### config.mk
export PLATFORM = sky130hd
export DESIGN_NAME = dsbr_top
export DESIGN_NICKNAME = d
export VERILOG_FILES = /design/src/logic/dsbr_pkg.sv /design/src/logic/dsbr_top.sv /design/src/logic/dsbr_level_rom.sv /design/src/logic/dsbr_ramp.sv
export SDC_FILE = /design/constraint.sdc
export NUM_CORES = 1
export LEC_CHECK = 0
export ABC_CLOCK_PERIOD_IN_PS = 4500
export BUFFER_PORTS_ARGS = -buffer_cell sky130_fd_sc_hd__buf_4
export CELL_PAD_IN_SITES_DETAIL_PLACEMENT = 0
export CELL_PAD_IN_SITES_GLOBAL_PLACEMENT = 1
export CORE_MARGIN = 2
export CORE_UTILIZATION = 35
export DETAILED_ROUTE_END_ITERATION = 8
export PLACE_DENSITY_LB_ADDON = 0.1
export SYNTH_ARGS = -nofsm -noshare
export SYNTH_HDL_FRONTEND = slang
export SYNTH_SLANG_ARGS = --single-unit
### constraint.sdc
create_clock -name core_clk_i -period 4.5 [get_ports core_clk_i]
set_input_delay 0.225 -clock core_clk_i [delete_from_list [all_inputs] [get_ports core_clk_i]]
set_output_delay 0.225 -clock core_clk_i [all_outputs]
set_load 0.01 [all_outputs]
### src/logic/dsbr_pkg.sv
// constants shared by the dual sink brightness ramp block
//----------------------------------------------------------------------
//----------------------------------------------------------------------
package dsbr_pkg;

    //------------------------------------------------------------------
    // register map
    //------------------------------------------------------------------
    localparam logic [7:0] GP_ADDR = 8'h10;
    localparam logic [7:0] PRI_BRIGHT_ADDR = 8'ha0;
    localparam logic [7:0] SEC_BRIGHT_ADDR = 8'hb0;
    localparam logic [7:0] GP_RESET = 8'hc0;
    localparam logic [7:0] BRIGHT_RESET = 8'he0;
    localparam logic [7:0] UNMAPPED_READ = 8'h00;

    // general purpose register fields
    localparam int GP_PRI_EN_BIT = 0;
    localparam int GP_SEC_EN_BIT = 1;
    localparam int GP_UNI_BIT = 2;
    localparam int GP_RATE_LO_BIT = 3;
    localparam int GP_RATE_HI_BIT = 4;
    localparam int GP_FB_BIT = 5;
    localparam logic [1:0] GP_FILL_ONES = 2'h3;

    // brightness fields
    localparam int CODE_W = 5;
    localparam logic [2:0] BRIGHT_FILL_ONES = 3'h7;
    localparam logic [4:0] CODE_MAX = 5'h1f;
    localparam logic [4:0] CODE_ZERO = 5'h00;

    // level in thousandths of a percent of full scale
    localparam int LEVEL_W = 17;
    localparam logic [16:0] FULL_SCALE_LEVEL = 17'h186a0;

    //------------------------------------------------------------------
    // step interval timing
    //------------------------------------------------------------------
    localparam int unsigned CLK_PERIOD_NS = 10;
    localparam int unsigned STEP_RATE_00_NS = 51000;
    localparam int unsigned STEP_RATE_01_NS = 13000000;
    localparam int unsigned STEP_RATE_10_NS = 26000000;
    localparam int unsigned STEP_RATE_11_NS = 52000000;
    localparam int unsigned DWELL_00_CYC = (STEP_RATE_00_NS + CLK_PERIOD_NS - 1) / CLK_PERIOD_NS;
    localparam int unsigned DWELL_01_CYC = (STEP_RATE_01_NS + CLK_PERIOD_NS - 1) / CLK_PERIOD_NS;
    localparam int unsigned DWELL_10_CYC = (STEP_RATE_10_NS + CLK_PERIOD_NS - 1) / CLK_PERIOD_NS;
    localparam int unsigned DWELL_11_CYC = (STEP_RATE_11_NS + CLK_PERIOD_NS - 1) / CLK_PERIOD_NS;
    localparam int DWELL_W = 23;

    // ramp rate selection, written as {rate_bit_lo, rate_bit_hi}
    typedef enum logic [1:0] {
        DSBR_RATE_51US = 2'h0,
        DSBR_RATE_13MS = 2'h1,
        DSBR_RATE_26MS = 2'h2,
        DSBR_RATE_52MS = 2'h3
    } dsbr_rate_t;

endpackage

### src/logic/dsbr_top.sv
// dual sink brightness control: mode decode, registers and ramp channels
`timescale 1ns/1ps
module dsbr_top
    import dsbr_pkg::*;
#(
    parameter int unsigned DWELL_00 = DWELL_00_CYC,
    parameter int unsigned DWELL_01 = DWELL_01_CYC,
    parameter int unsigned DWELL_10 = DWELL_10_CYC,
    parameter int unsigned DWELL_11 = DWELL_11_CYC
) (
    // clock and reset
    input wire logic core_clk_i,
    input wire logic rst_n_i,
    // register port from the serial interface logic
    input wire logic reg_wr_i,
    input wire logic reg_rd_i,
    input wire logic [7:0] reg_addr_i,
    input wire logic [7:0] reg_wdata_i,
    output logic [7:0] reg_rdata_o,
    output logic reg_rvalid_o,
    // sink and analog controls
    output logic primary_sink_on_o,
    output logic secondary_sink_on_o,
    output logic secondary_feedback_o,
    output logic analog_en_o,
    // sink current levels, thousandths of a percent of full scale
    output logic [16:0] primary_level_o,
    output logic [16:0] secondary_level_o
);

    //------------------------------------------------------------------
    // reset release
    //------------------------------------------------------------------
    logic [1:0] rst_sync_r;
    logic rst_n;

    // asynchronous assert, release after two edges to avoid a ragged start
    always_ff @(posedge core_clk_i or negedge rst_n_i) begin
        if (!rst_n_i) begin
            rst_sync_r <= 2'h0;
        end else begin
            rst_sync_r <= {rst_sync_r[0], 1'b1};
        end
    end

    assign rst_n = rst_sync_r[1];

    //------------------------------------------------------------------
    // registers
    //------------------------------------------------------------------
    logic [5:0] gp_r;
    logic [5:0] gp_nxt;
    logic [4:0] pri_code_r;
    logic [4:0] pri_code_nxt;
    logic [4:0] sec_code_r;
    logic [4:0] sec_code_nxt;
    logic [7:0] rdata_r;
    logic [7:0] rdata_nxt;
    logic rvalid_r;
    logic rvalid_nxt;

    // writes store only the bits that steer logic; reads are registered
    always_comb begin
        gp_nxt = gp_r;
        pri_code_nxt = pri_code_r;
        sec_code_nxt = sec_code_r;
        rdata_nxt = rdata_r;
        rvalid_nxt = reg_rd_i;
        if (reg_wr_i) begin
            if (reg_addr_i == GP_ADDR) begin
                gp_nxt = reg_wdata_i[5:0];
            end else if (reg_addr_i == PRI_BRIGHT_ADDR) begin
                pri_code_nxt = reg_wdata_i[4:0];
            end else if (reg_addr_i == SEC_BRIGHT_ADDR) begin
                sec_code_nxt = reg_wdata_i[4:0];
            end
        end
        if (reg_rd_i) begin
            if (reg_addr_i == GP_ADDR) begin
                rdata_nxt = {GP_FILL_ONES, gp_r};
            end else if (reg_addr_i == PRI_BRIGHT_ADDR) begin
                rdata_nxt = {BRIGHT_FILL_ONES, pri_code_r};
            end else if (reg_addr_i == SEC_BRIGHT_ADDR) begin
                rdata_nxt = {BRIGHT_FILL_ONES, sec_code_r};
            end else begin
                rdata_nxt = UNMAPPED_READ;
            end
        end
    end

    always_ff @(posedge core_clk_i or negedge rst_n) begin
        if (!rst_n) begin
            gp_r <= GP_RESET[5:0];
            pri_code_r <= BRIGHT_RESET[4:0];
            sec_code_r <= BRIGHT_RESET[4:0];
            rdata_r <= 8'h00;
            rvalid_r <= 1'b0;
        end else begin
            gp_r <= gp_nxt;
            pri_code_r <= pri_code_nxt;
            sec_code_r <= sec_code_nxt;
            rdata_r <= rdata_nxt;
            rvalid_r <= rvalid_nxt;
        end
    end

    assign reg_rdata_o = rdata_r;
    assign reg_rvalid_o = rvalid_r;

    //------------------------------------------------------------------
    // mode decode
    //------------------------------------------------------------------
    logic pri_enable;
    logic sec_enable;
    logic unison;
    logic fb_mode;
    dsbr_rate_t rate_sel;
    logic [22:0] dwell;
    logic [1:0] chan_en;
    logic [4:0] chan_code [2];
    logic [4:0] chan_app [2];
    logic [16:0] chan_level [2];

    assign pri_enable = gp_r[GP_PRI_EN_BIT];
    assign sec_enable = gp_r[GP_SEC_EN_BIT];
    assign unison = gp_r[GP_UNI_BIT];
    assign fb_mode = gp_r[GP_FB_BIT];
    assign rate_sel = dsbr_rate_t'({gp_r[GP_RATE_LO_BIT], gp_r[GP_RATE_HI_BIT]});

    // per sink enable and code source; feedback mode wins over unison
    always_comb begin
        chan_en[0] = pri_enable;
        chan_code[0] = pri_code_r;
        if (fb_mode) begin
            chan_en[1] = 1'b0;
            chan_code[1] = sec_code_r;
        end else if (unison) begin
            chan_en[1] = pri_enable;
            chan_code[1] = pri_code_r;
        end else begin
            chan_en[1] = sec_enable;
            chan_code[1] = sec_code_r;
        end
    end

    // rate pair picks the divider length; read live so a change hits the next step
    always_comb begin
        case (rate_sel)
            DSBR_RATE_51US: dwell = DWELL_W'(DWELL_00);
            DSBR_RATE_13MS: dwell = DWELL_W'(DWELL_01);
            DSBR_RATE_26MS: dwell = DWELL_W'(DWELL_10);
            default: dwell = DWELL_W'(DWELL_11);
        endcase
    end

    //------------------------------------------------------------------
    // ramp channels
    //------------------------------------------------------------------
    for (genvar i = 0; i < 2; i++) begin : g_chan
        dsbr_ramp u_ramp (
            .core_clk_i(core_clk_i),
            .rst_n_i(rst_n),
            .en_i(chan_en[i]),
            .clear_i((i == 1) && fb_mode),
            .code_i(chan_code[i]),
            .dwell_i(dwell),
            .applied_o(chan_app[i])
        );
        dsbr_level_rom u_rom (
            .core_clk_i(core_clk_i),
            .rst_n_i(rst_n),
            .code_i(chan_app[i]),
            .level_o(chan_level[i])
        );
    end

    assign primary_level_o = chan_level[0];
    assign secondary_level_o = chan_level[1];

    //------------------------------------------------------------------
    // sink and analog controls
    //------------------------------------------------------------------
    logic pri_on_r;
    logic pri_on_nxt;
    logic sec_on_r;
    logic sec_on_nxt;
    logic fb_r;
    logic analog_r;
    logic analog_nxt;

    // a sink stays on while fading so a dropped enable can ramp to zero
    always_comb begin
        pri_on_nxt = chan_en[0] || (chan_app[0] != CODE_ZERO);
        sec_on_nxt = !fb_mode && (chan_en[1] || (chan_app[1] != CODE_ZERO));
        analog_nxt = pri_enable || sec_enable || fb_mode || pri_on_r || sec_on_r;
    end

    always_ff @(posedge core_clk_i or negedge rst_n) begin
        if (!rst_n) begin
            pri_on_r <= 1'b0;
            sec_on_r <= 1'b0;
            fb_r <= 1'b0;
            analog_r <= 1'b0;
        end else begin
            pri_on_r <= pri_on_nxt;
            sec_on_r <= sec_on_nxt;
            fb_r <= fb_mode;
            analog_r <= analog_nxt;
        end
    end

    assign primary_sink_on_o = pri_on_r;
    assign secondary_sink_on_o = sec_on_r;
    assign secondary_feedback_o = fb_r;
    assign analog_en_o = analog_r;
endmodule

### src/logic/dsbr_level_rom.sv
// exponential code to current level table with registered output
`timescale 1ns/1ps
module dsbr_level_rom
    import dsbr_pkg::*;
(
    // clock and reset
    input wire logic core_clk_i,
    input wire logic rst_n_i,
    // lookup
    input wire logic [4:0] code_i,
    output logic [16:0] level_o
);

    logic [16:0] level_r;
    logic [16:0] level_nxt;

    // table in thousandths of a percent of full scale
    always_comb begin
        case (code_i)
            5'h00: level_nxt = 17'h00000;
            5'h01: level_nxt = 17'h0007d;
            5'h02: level_nxt = 17'h00271;
            5'h03: level_nxt = 17'h003e8;
            5'h04: level_nxt = 17'h00465;
            5'h05: level_nxt = 17'h00521;
            5'h06: level_nxt = 17'h00698;
            5'h07: level_nxt = 17'h0080f;
            5'h08: level_nxt = 17'h00986;
            5'h09: level_nxt = 17'h00afd;
            5'h0a: level_nxt = 17'h00c35;
            5'h0b: level_nxt = 17'h00ea6;
            5'h0c: level_nxt = 17'h01117;
            5'h0d: level_nxt = 17'h01482;
            5'h0e: level_nxt = 17'h0186a;
            5'h0f: level_nxt = 17'h01d4c;
            5'h10: level_nxt = 17'h0222e;
            5'h11: level_nxt = 17'h02710;
            5'h12: level_nxt = 17'h030d4;
            5'h13: level_nxt = 17'h03a98;
            5'h14: level_nxt = 17'h041eb;
            5'h15: level_nxt = 17'h0493e;
            5'h16: level_nxt = 17'h057e4;
            5'h17: level_nxt = 17'h0668a;
            5'h18: level_nxt = 17'h07a12;
            5'h19: level_nxt = 17'h0927c;
            5'h1a: level_nxt = 17'h0aae6;
            5'h1b: level_nxt = 17'h0cd14;
            5'h1c: level_nxt = 17'h0ef42;
            5'h1d: level_nxt = 17'h11170;
            5'h1e: level_nxt = 17'h155cc;
            default: level_nxt = FULL_SCALE_LEVEL;
        endcase
    end

    always_ff @(posedge core_clk_i or negedge rst_n_i) begin
        if (!rst_n_i) begin
            level_r <= 17'h00000;
        end else begin
            level_r <= level_nxt;
        end
    end

    assign level_o = level_r;
endmodule

### src/logic/dsbr_ramp.sv
// one sink: steps the applied code toward its target, one code per dwell
`timescale 1ns/1ps
module dsbr_ramp
    import dsbr_pkg::*;
(
    // clock and reset
    input wire logic core_clk_i,
    input wire logic rst_n_i,
    // control
    input wire logic en_i,
    input wire logic clear_i,
    input wire logic [4:0] code_i,
    input wire logic [22:0] dwell_i,
    // state
    output logic [4:0] applied_o
);

    logic [4:0] app_r;
    logic [4:0] app_nxt;
    logic [4:0] tgt_r;
    logic [4:0] tgt_nxt;
    logic [22:0] cnt_r;
    logic [22:0] cnt_nxt;
    logic [4:0] eff;
    logic rising;

    // target tracking, stepping and the dwell divider
    always_comb begin
        app_nxt = app_r;
        tgt_nxt = tgt_r;
        cnt_nxt = cnt_r;
        eff = en_i ? code_i : CODE_ZERO;
        rising = tgt_r > app_r;
        if (clear_i) begin
            app_nxt = CODE_ZERO;
            tgt_nxt = CODE_ZERO;
            cnt_nxt = 23'h000000;
        end else if (app_r == tgt_r) begin
            // idle: accept the new target and take the first step at once
            tgt_nxt = eff;
            cnt_nxt = 23'h000000;
            if (eff != app_r) begin
                app_nxt = (eff > app_r) ? app_r + 5'h01 : app_r - 5'h01;
                if (app_nxt != eff) begin
                    cnt_nxt = dwell_i - 23'h000001;
                end
            end
        end else begin
            if (!en_i) begin
                tgt_nxt = CODE_ZERO;
            end else if ((rising && eff > tgt_r) || (!rising && eff < tgt_r)) begin
                // same direction: extend; opposite side waits for this ramp to end
                tgt_nxt = eff;
            end
            if (cnt_r == 23'h000000) begin
                app_nxt = (tgt_nxt > app_r) ? app_r + 5'h01 : app_r - 5'h01;
                cnt_nxt = (app_nxt != tgt_nxt) ? dwell_i - 23'h000001 : 23'h000000;
            end else if (cnt_r > dwell_i - 23'h000001) begin
                cnt_nxt = dwell_i - 23'h000001;
            end else begin
                cnt_nxt = cnt_r - 23'h000001;
            end
        end
    end

    always_ff @(posedge core_clk_i or negedge rst_n_i) begin
        if (!rst_n_i) begin
            app_r <= CODE_ZERO;
            tgt_r <= CODE_ZERO;
            cnt_r <= 23'h000000;
        end else begin
            app_r <= app_nxt;
            tgt_r <= tgt_nxt;
            cnt_r <= cnt_nxt;
        end
    end

    assign applied_o = app_r;
endmodule

After elaboration in Yosys (flattened, before gate mapping)
Memories as Yosys holds them, arrays and structs flattened. A register that Yosys moved wholly into a read port is not among the register bits.
Cells that the tools add are included.
{ "op_classes": {"muxes": 44, "n_reduce_logical": 30, "n_bitwise": 2, "addsub": 7, "n_eq_ne": 15, "n_lt_le_gt_ge": 12} }
{ "ops": {"columns": ["op", "count"], "rows": [
  ["$mux 23", 13],
  ["$mux 5", 25],
  ["$pmux 23 s3", 1],
  ["$sub 23x1->23 const B", 3],
  ["$gt 23x23->1", 2],
  ["$logic_not 23->1", 2],
  ["$gt 5x5->1", 8],
  ["$ne 5x5->1", 6],
  ["$mux 8", 3],
  ["$eq 8x8->1 const B", 2],
  ["$add 5x1->5 const B", 2],
  ["$eq 5x5->1", 2],
  ["$lt 5x5->1", 2],
  ["$reduce_bool 5->1", 2],
  ["$sub 5x1->5 const B", 2],
  ["$eq 8x5->1 const B", 1],
  ["$logic_or 1x1->1", 8],
  ["$reduce_and 2->1", 3],
  ["$logic_and 1x1->1", 5],
  ["$logic_not 1->1", 5],
  ["$reduce_and 4->1", 1],
  ["$ne 3x3->1 const B", 1],
  ["$reduce_and 3->1", 1],
  ["$reduce_bool 3->1", 1],
  ["other kinds (7)", 9]
]} }
{ "totals": {"ff_bits": 97, "mem_count": 2, "romBits": 1088, "output_inout_bits": 47} }
{ "memory_table": {"columns": ["memory", "words", "width", "rd", "rd_clocked_by_memory_dff", "write_ports", "line", "rtl"], "rows": [
  ["(name not given)", 32, 17, 1, 1, 0, "dsbr_level_rom.sv:19", "case (code_i)"],
  ["(name not given)", 32, 17, 1, 1, 0, "dsbr_level_rom.sv:19", null]
]} }

Logic depth before layout (Yosys ltp)
{ "logic_depth": {"depth_word": 17, "ltp_mapped": 26} }

Modules after synthesis
Synthesis repeated with hierarchy kept, for this count alone.
{ "hier_totals": {"cells_unflattened": 1411, "area_unflattened_um2": 12052.8} }
{ "by_module_without_submodules": {"columns": ["mod", "area_each_um2", "n_inst", "cells_each", "seq_area_each_um2"], "rows": [
  ["dsbr_ramp at g_chan[1].u_ramp", 4225.3, 1, 533, 825.8],
  ["dsbr_ramp at g_chan[0].u_ramp", 3811.2, 1, 460, 825.8],
  ["dsbr_level_rom", 1272.5, 2, 151, 425.4],
  ["dsbr_top", 1471.4, 1, 116, 750.7]
]} }

Worst setup path before layout
Ideal clock, no wire load.
{ "synth_path": {"kind": "register to register", "from": "register g_chan[1].u_ramp.app_r[3]", "to": "register g_chan[1].u_ramp.cnt_r[3]", "period_less_slack_ps": 5006, "required_ps": 4355, "path_slack_ps": -506, "path_buffers": 4, "t_arrival_ps": 4861, "stages_incl_launch_ff": 23, "setup_time_ps": 145, "cell_sequence": "dfrtp_1 clkbuf_1 clkinv_1 clkbuf_1 ha_1 and4_1 a221o_1 and4_1 or2_1 buf_2 o21ai_0 nand2_1 ha_1 nor2b_1 o21a_1 o21ai_0 a21oi_1 mux2i_1 xnor2_1 xor2_2 nor4_4 buf_6 a211oi_1"} }
{ "synth_via": {"elab_chain_len": 15} }
{ "synth_rtl": {"columns": ["element", "line", "rtl"], "rows": [
  ["start, declared", "dsbr_ramp.sv:18", "logic [4:0] app_r;"],
  ["start signal, assigned", "dsbr_ramp.sv:72", "app_r <= app_nxt;"],
  ["$gt 5x5->1", "dsbr_ramp.sv:33", "rising = tgt_r > app_r;"],
  ["$logic_not 1->1", "dsbr_ramp.sv:51", "end else if ((rising && eff > tgt_r) || (!rising && eff < tgt_r)) begin"],
  ["$logic_and 1x1->1", "dsbr_ramp.sv:51", null],
  ["$logic_or 1x1->1", "dsbr_ramp.sv:51", null],
  ["$mux 5", "dsbr_ramp.sv:51", null],
  ["$mux 5", "dsbr_ramp.sv:49", "if (!en_i) begin"],
  ["$mux 5", "dsbr_ramp.sv:38", "end else if (app_r == tgt_r) begin"],
  ["$mux 5", "dsbr_ramp.sv:34", "if (clear_i) begin"],
  ["$gt 5x5->1", "dsbr_ramp.sv:56", "app_nxt = (tgt_nxt > app_r) ? app_r + 5'h01 : app_r - 5'h01;"],
  ["$mux 5", "dsbr_ramp.sv:56", null],
  ["$ne 5x5->1", "dsbr_ramp.sv:57", "cnt_nxt = (app_nxt != tgt_nxt) ? dwell_i - 23'h000001 : 23'h000000;"],
  ["$mux 23", "dsbr_ramp.sv:57", null],
  ["$mux 23", "dsbr_ramp.sv:55", "if (cnt_r == 23'h000000) begin"],
  ["$mux 23 *", "dsbr_ramp.sv:38", null],
  ["$mux 23 *", "dsbr_ramp.sv:34", null],
  ["net g_chan[1].u_ramp.cnt_nxt[3]", "dsbr_ramp.sv:23", "logic [22:0] cnt_nxt;"],
  ["end signal, assigned", "dsbr_ramp.sv:74", "cnt_r <= cnt_nxt;"],
  ["end, declared", "dsbr_ramp.sv:22", "logic [22:0] cnt_r;"]
]} }
The timed path passes the listed nets; every way through them passes the cells marked *. The select of a mux whose other input is x is not followed.
A chain may end at the register's enable or synchronous reset.

Worst setup path after layout
{ "layout_path": {"from": "register gp_r[2]", "to": "register g_chan[1].u_ramp.cnt_r[22]"} }
{ "layout_via": {"elab_chain_len": 17} }
{ "layout_rtl": {"columns": ["element", "line", "rtl"], "rows": [
  ["start, declared", "dsbr_top.sv:51", "logic [5:0] gp_r;"],
  ["start signal, assigned", "dsbr_top.sv:93", "gp_r <= GP_RESET[5:0];"],
  ["start signal, assigned", "dsbr_top.sv:99", "gp_r <= gp_nxt;"],
  ["$mux 5 / $mux 1 (equally long branches)", "dsbr_top.sv:137", "end else if (unison) begin"],
  ["$mux 5 / $mux 1 (equally long branches)", "dsbr_top.sv:134", "if (fb_mode) begin"],
  ["$mux 5", "dsbr_ramp.sv:32", "eff = en_i ? code_i : CODE_ZERO;"],
  ["$gt 5x5->1 / $lt 5x5->1 (equally long branches)", "dsbr_ramp.sv:51", null],
  ["$logic_and 1x1->1", "dsbr_ramp.sv:51", null],
  ["$logic_or 1x1->1", "dsbr_ramp.sv:51", null],
  ["$mux 5", "dsbr_ramp.sv:51", null],
  ["$mux 5", "dsbr_ramp.sv:49", null],
  ["[2 not listed]", null, null],
  ["$gt 5x5->1", "dsbr_ramp.sv:56", null],
  ["$mux 5", "dsbr_ramp.sv:56", null],
  ["$ne 5x5->1", "dsbr_ramp.sv:57", null],
  ["$mux 23", "dsbr_ramp.sv:57", null],
  ["$mux 23", "dsbr_ramp.sv:55", null],
  ["$mux 23 *", "dsbr_ramp.sv:38", null],
  ["$mux 23 *", "dsbr_ramp.sv:34", null],
  ["net g_chan[1].u_ramp.cnt_nxt[22]", "dsbr_ramp.sv:23", null]
]} }
Marked as above.

==> flow_summary_export.csv <==
group,metric,value,unit
worst_setup_path,crit_type,"flop to flop",
clock_network,cts_buffers,17,
clock_network,ctsLongestPathBuffers,2,
place,dp_slack,-0.403,ns
grt,grt_pass1_wl,51500,µm
power,power-per-cell-area,600,nW/µm²
synthesis,synth_edf_count,0,
route,final_antenna_net_count,0,
grt,grtUsageTotal,21.2,%
place,io_buffers,64,
floorplanning,rows,62,
synthesis,yosys_register_bits,130,
place,place_inst,1667,
timing,tightest_slew,0.974,ns
power,ir_drop,315,µV
grt,grt_pass1_vias,9408,
worst_setup_path,worstPathRequired,4.81,ns
synthesis,synthDominantCellAreaShare,31.9,%
route,vias,9198,
run_status,status,"finished, violations left",
grt,antenna_found_initial,0,
route,drtIter0Drc,570,
timing,rsz0062_at_grt,"yes",
synthesis,netlist_area,10200,µm²
route,drc,0,
worst_setup_path,path_cells,"nor2b_1, buf_4, mux2i_1, nand2b_4, inv_4, ha_4, a21o_1, a21o_1, a211o_1, and4_1, a211o_1, and2_1, ha_1, o21a_1, o21ai_2, a21oi_2, buf_6, mux2i_1, xnor2_1, buf_4, xor2_4, nor4_4, buf_12, a2111oi_2",
clock_network,insertion_delay,0.43,ns
synthesis,yosys.cell_types.count,78,
worst_hold_path,hold_path_depth,2,
floorplanning,num_io_pins,67,
timing,finalSetupViolCount,23,
grt,grt_overflow_total,0,
clock_network,clk_pin_slew_worst_paths,0.07,ns
timing,fin_crit_sh,105,%
synthesis,synth_fp_nets,1305,
timing,fmax,211,MHz
worst_setup_path,startpoint_type,"flop",
worst_setup_path,cp.arrival,5.06,ns
worst_setup_path,cp_top_family,"compound AO/OA/AOI/OAI gates",
power,power,7880,µW
synthesis,synthArstFlopShare,100,%
worst_setup_path,crit_slowest_cell,"dfrtp_1",
flow_run,drv_cap,0,
timing,slew_viol_final,0,
cells_and_area,antenna_cells,0,
worst_hold_path,holdPathEnd,"gp_r[5]",
route,drt_wl_total,31700,µm
synthesis,synth.largest_area_cell,"dfrtp_1",
cells_and_area,nets,1450,
grt,met1_usage,29.0,%
floorplanning,die_w,175,µm
cells_and_area,post_route_cells_drive_above_1_share,25.3,%
timing,fin_crit,4.75,ns
grt,grtUsageMet3,2.24,%
place,dpl.hpwl,22800,µm
cells_and_area,area_growth,28.6,%
grt,grt_util_met2,34.8,%
floorplanning,die_area,30600,µm²
synthesis,synth.area.top_cells,"dfrtp_1 (32%), ha_1 (14%), nor2_1 (4.2%), nand2_1 (4.1%), a21oi_1 (4.0%)",
clock_network,root_buffer,"clkbuf_16",
worst_hold_path,hold_start,"reg_wdata_i[5]",
grt,grt_max_degree,72,
floorplanning,initial_core_util,35.6,%
worst_setup_path,worst-path-max-fanout,18,
worst_setup_path,reg2regPathDepth,24,
timing,hold_viol,0,
synthesis,ys_seq_area_share,31.9,%
route,routed_via_density,5.38,
worst_setup_path,critPathBufInv,5,
cells_and_area,utilization,45.8,%
timing,fin_setup_tns,-4.29,ns
worst_hold_path,hold_path.class,"input port to flop",
power,power.leakage,0.00588,µW
floorplanning,dieHeight,175,µm
clock_network,clock-sinks,130,
worst_setup_path,slowest_delay,0.37,ns
run_status,failed_checks,"setup timing",
synthesis,syn_inst,1169,
synthesis,ys_warn_count,0,
timing,relSlewSlack,35.1,%
route,firstDrtPassIters,5,
timing,setup_ws,-0.247,ns
route,wire_per_inst,18.5,µm
timing,finClkSkew,0.0119,ns
floorplanning,core,28700,µm²
place,routabilityCongestion,0.805,
synthesis,yosys_most_used_dff,"dfrtp_1",
cells_and_area,stdcell_count,1711,
worst_setup_path,r2r_start,"gp_r[2]",
worst_setup_path,ff2ff_setup_slack,-0.25,ns
clock_network,htree_num_levels,4,
synthesis,synth_area_per_cell,8.73,µm²
grt,top_usage_layer,"met2",
clock_network,cts_tree,"yes",
worst_setup_path,r2r-end,"g_chan[1].u_ramp.cnt_r[22]",
worst_setup_path,cp-end-kind,"flop",
[cell families (layout without fill, tap and decap cells)]
| family | Yosys count | in the layout | share of synthesized area, % |
|---|---|---|---|
| AOI/OAI and AO/OA | 300 | 300 | 19.1 |
| xor gates and xnor gates | 68 | 68 | 6.04 |
| adders and majority gates | 116 | 116 | 14.2 |
| buffers and inverters | 109 | 267 | 4.20 |
| DFF | 130 | 130 | 31.9 |
| muxes | 58 | 58 | 6.29 |
| other | 1 | 1 | 0.0367 |
| and+or+nand+nor | 387 | 387 | 18.2 |
[stage by stage]
stage | instance area (µm²) | hold slack [ns]
final | 13100 | 0.0278
after global routing | 13100 | 0.0271
after CTS | 12800 | 0.0132
after detailed placement | 11800 | 0.00783
after global placement | 11800 | 0.00868
after floorplan | 10300 | -0.0706
[placed cells by master (no fill, tap or decap), drive strengths merged, types with 7 or more instances in the layout]
cell type	n
o2111ai	7
a211oi	18
nor2b	13
o22ai	7
nand2	111
nor3	33
xor2	24
nand2b	15
mux2	29
o21ai	70
clkbuf	17
inv	59
a22oi	13
buf	178
nor2	115
or3	8
xnor2	43
or2	8
ha	116
a2111oi	11
a21o	18
mux2i	28
dfrtp	130
nand4	13
nor4	13
a21oi	81
nand3	30
o211ai	27
[per-layer routing]
layer	part of all wire (%)	up-vias
li1	-	4556
met1	48	4427
met2	47	169
met3	2.7	46
met4	2.3	0
met5	0	-
[flip-flops by register name, indices dropped and copies added (netlist names)]
name,cells
g_chan.u_ramp.tgt_r,10
primary_sink_on_o,1
gp_r,6
rst_sync_r,2
sec_code_r,5
pri_code_r,5
g_chan.u_ramp.applied_o,10
reg_rvalid_o,1
secondary_sink_on_o,1
g_chan.u_ramp.cnt_r,46
reg_rdata_o,7
g_chan.u_rom.level_o,34
analog_en_o,1
secondary_feedback_o,1
[synth_stat cells (23+ instances only)]
cell	n
mux2i_1	27
a21oi_1	81
nor2_1	114
nand3_1	30
nor3_1	32
nand2_1	111
o211ai_1	26
inv_1	49
dfrtp_1	130
xor2_1	23
clkbuf_1	43
ha_1	116
o21ai_0	68
mux2_2	28
xnor2_1	43
[worst max path at each step]
stage            start                         end  slack [ns]  cells after the start
2_1_floorplan  gp_r[5]   g_chan[1].u_ramp.cnt_r[3]       -0.16                     25
3_3_place_gp   gp_r[2]  g_chan[1].u_ramp.cnt_r[21]       -0.24                     25
3_5_place_dp   gp_r[2]  g_chan[1].u_ramp.cnt_r[10]       -0.40                     24
4_1_cts        gp_r[2]  g_chan[1].u_ramp.cnt_r[11]       -0.19                     26
5_1_grt        gp_r[2]  g_chan[1].u_ramp.cnt_r[22]       -0.47                     26
6_report       gp_r[2]  g_chan[1].u_ramp.cnt_r[22]       -0.25                     24
[power by group]
part | switching (µW) | leakage (µW) | internal (µW) | total (µW)
Combinational | 2570 | 0.00394 | 1970 | 4540
Sequential | 293 | 0.00162 | 1480 | 1780
Clock | 617 | 0.000313 | 947 | 1560
Total | 3480 | 0.00588 | 4400 | 7880
[final cells by class]
class | count | area [µm²]
clock buffers | 17 | 425
well taps | 384 | 480
inverters | 55 | 215
flip-flops and latches | 130 | 3260
multi-input cells | 930 | 7110
clock inverters | 15 | 220
fillers | 2896 | 15600
repair buffers | 180 | 1420
[repair_timing]
action	in CTS	in global routing
hold buffers	2	0
gates resized for setup	52	52
setup buffers	4	6
hold endpoints to repair	3	0
endpoints found under the setup margin	46	48
pin swaps	12	29
Power figures use the tool's default switching activity.
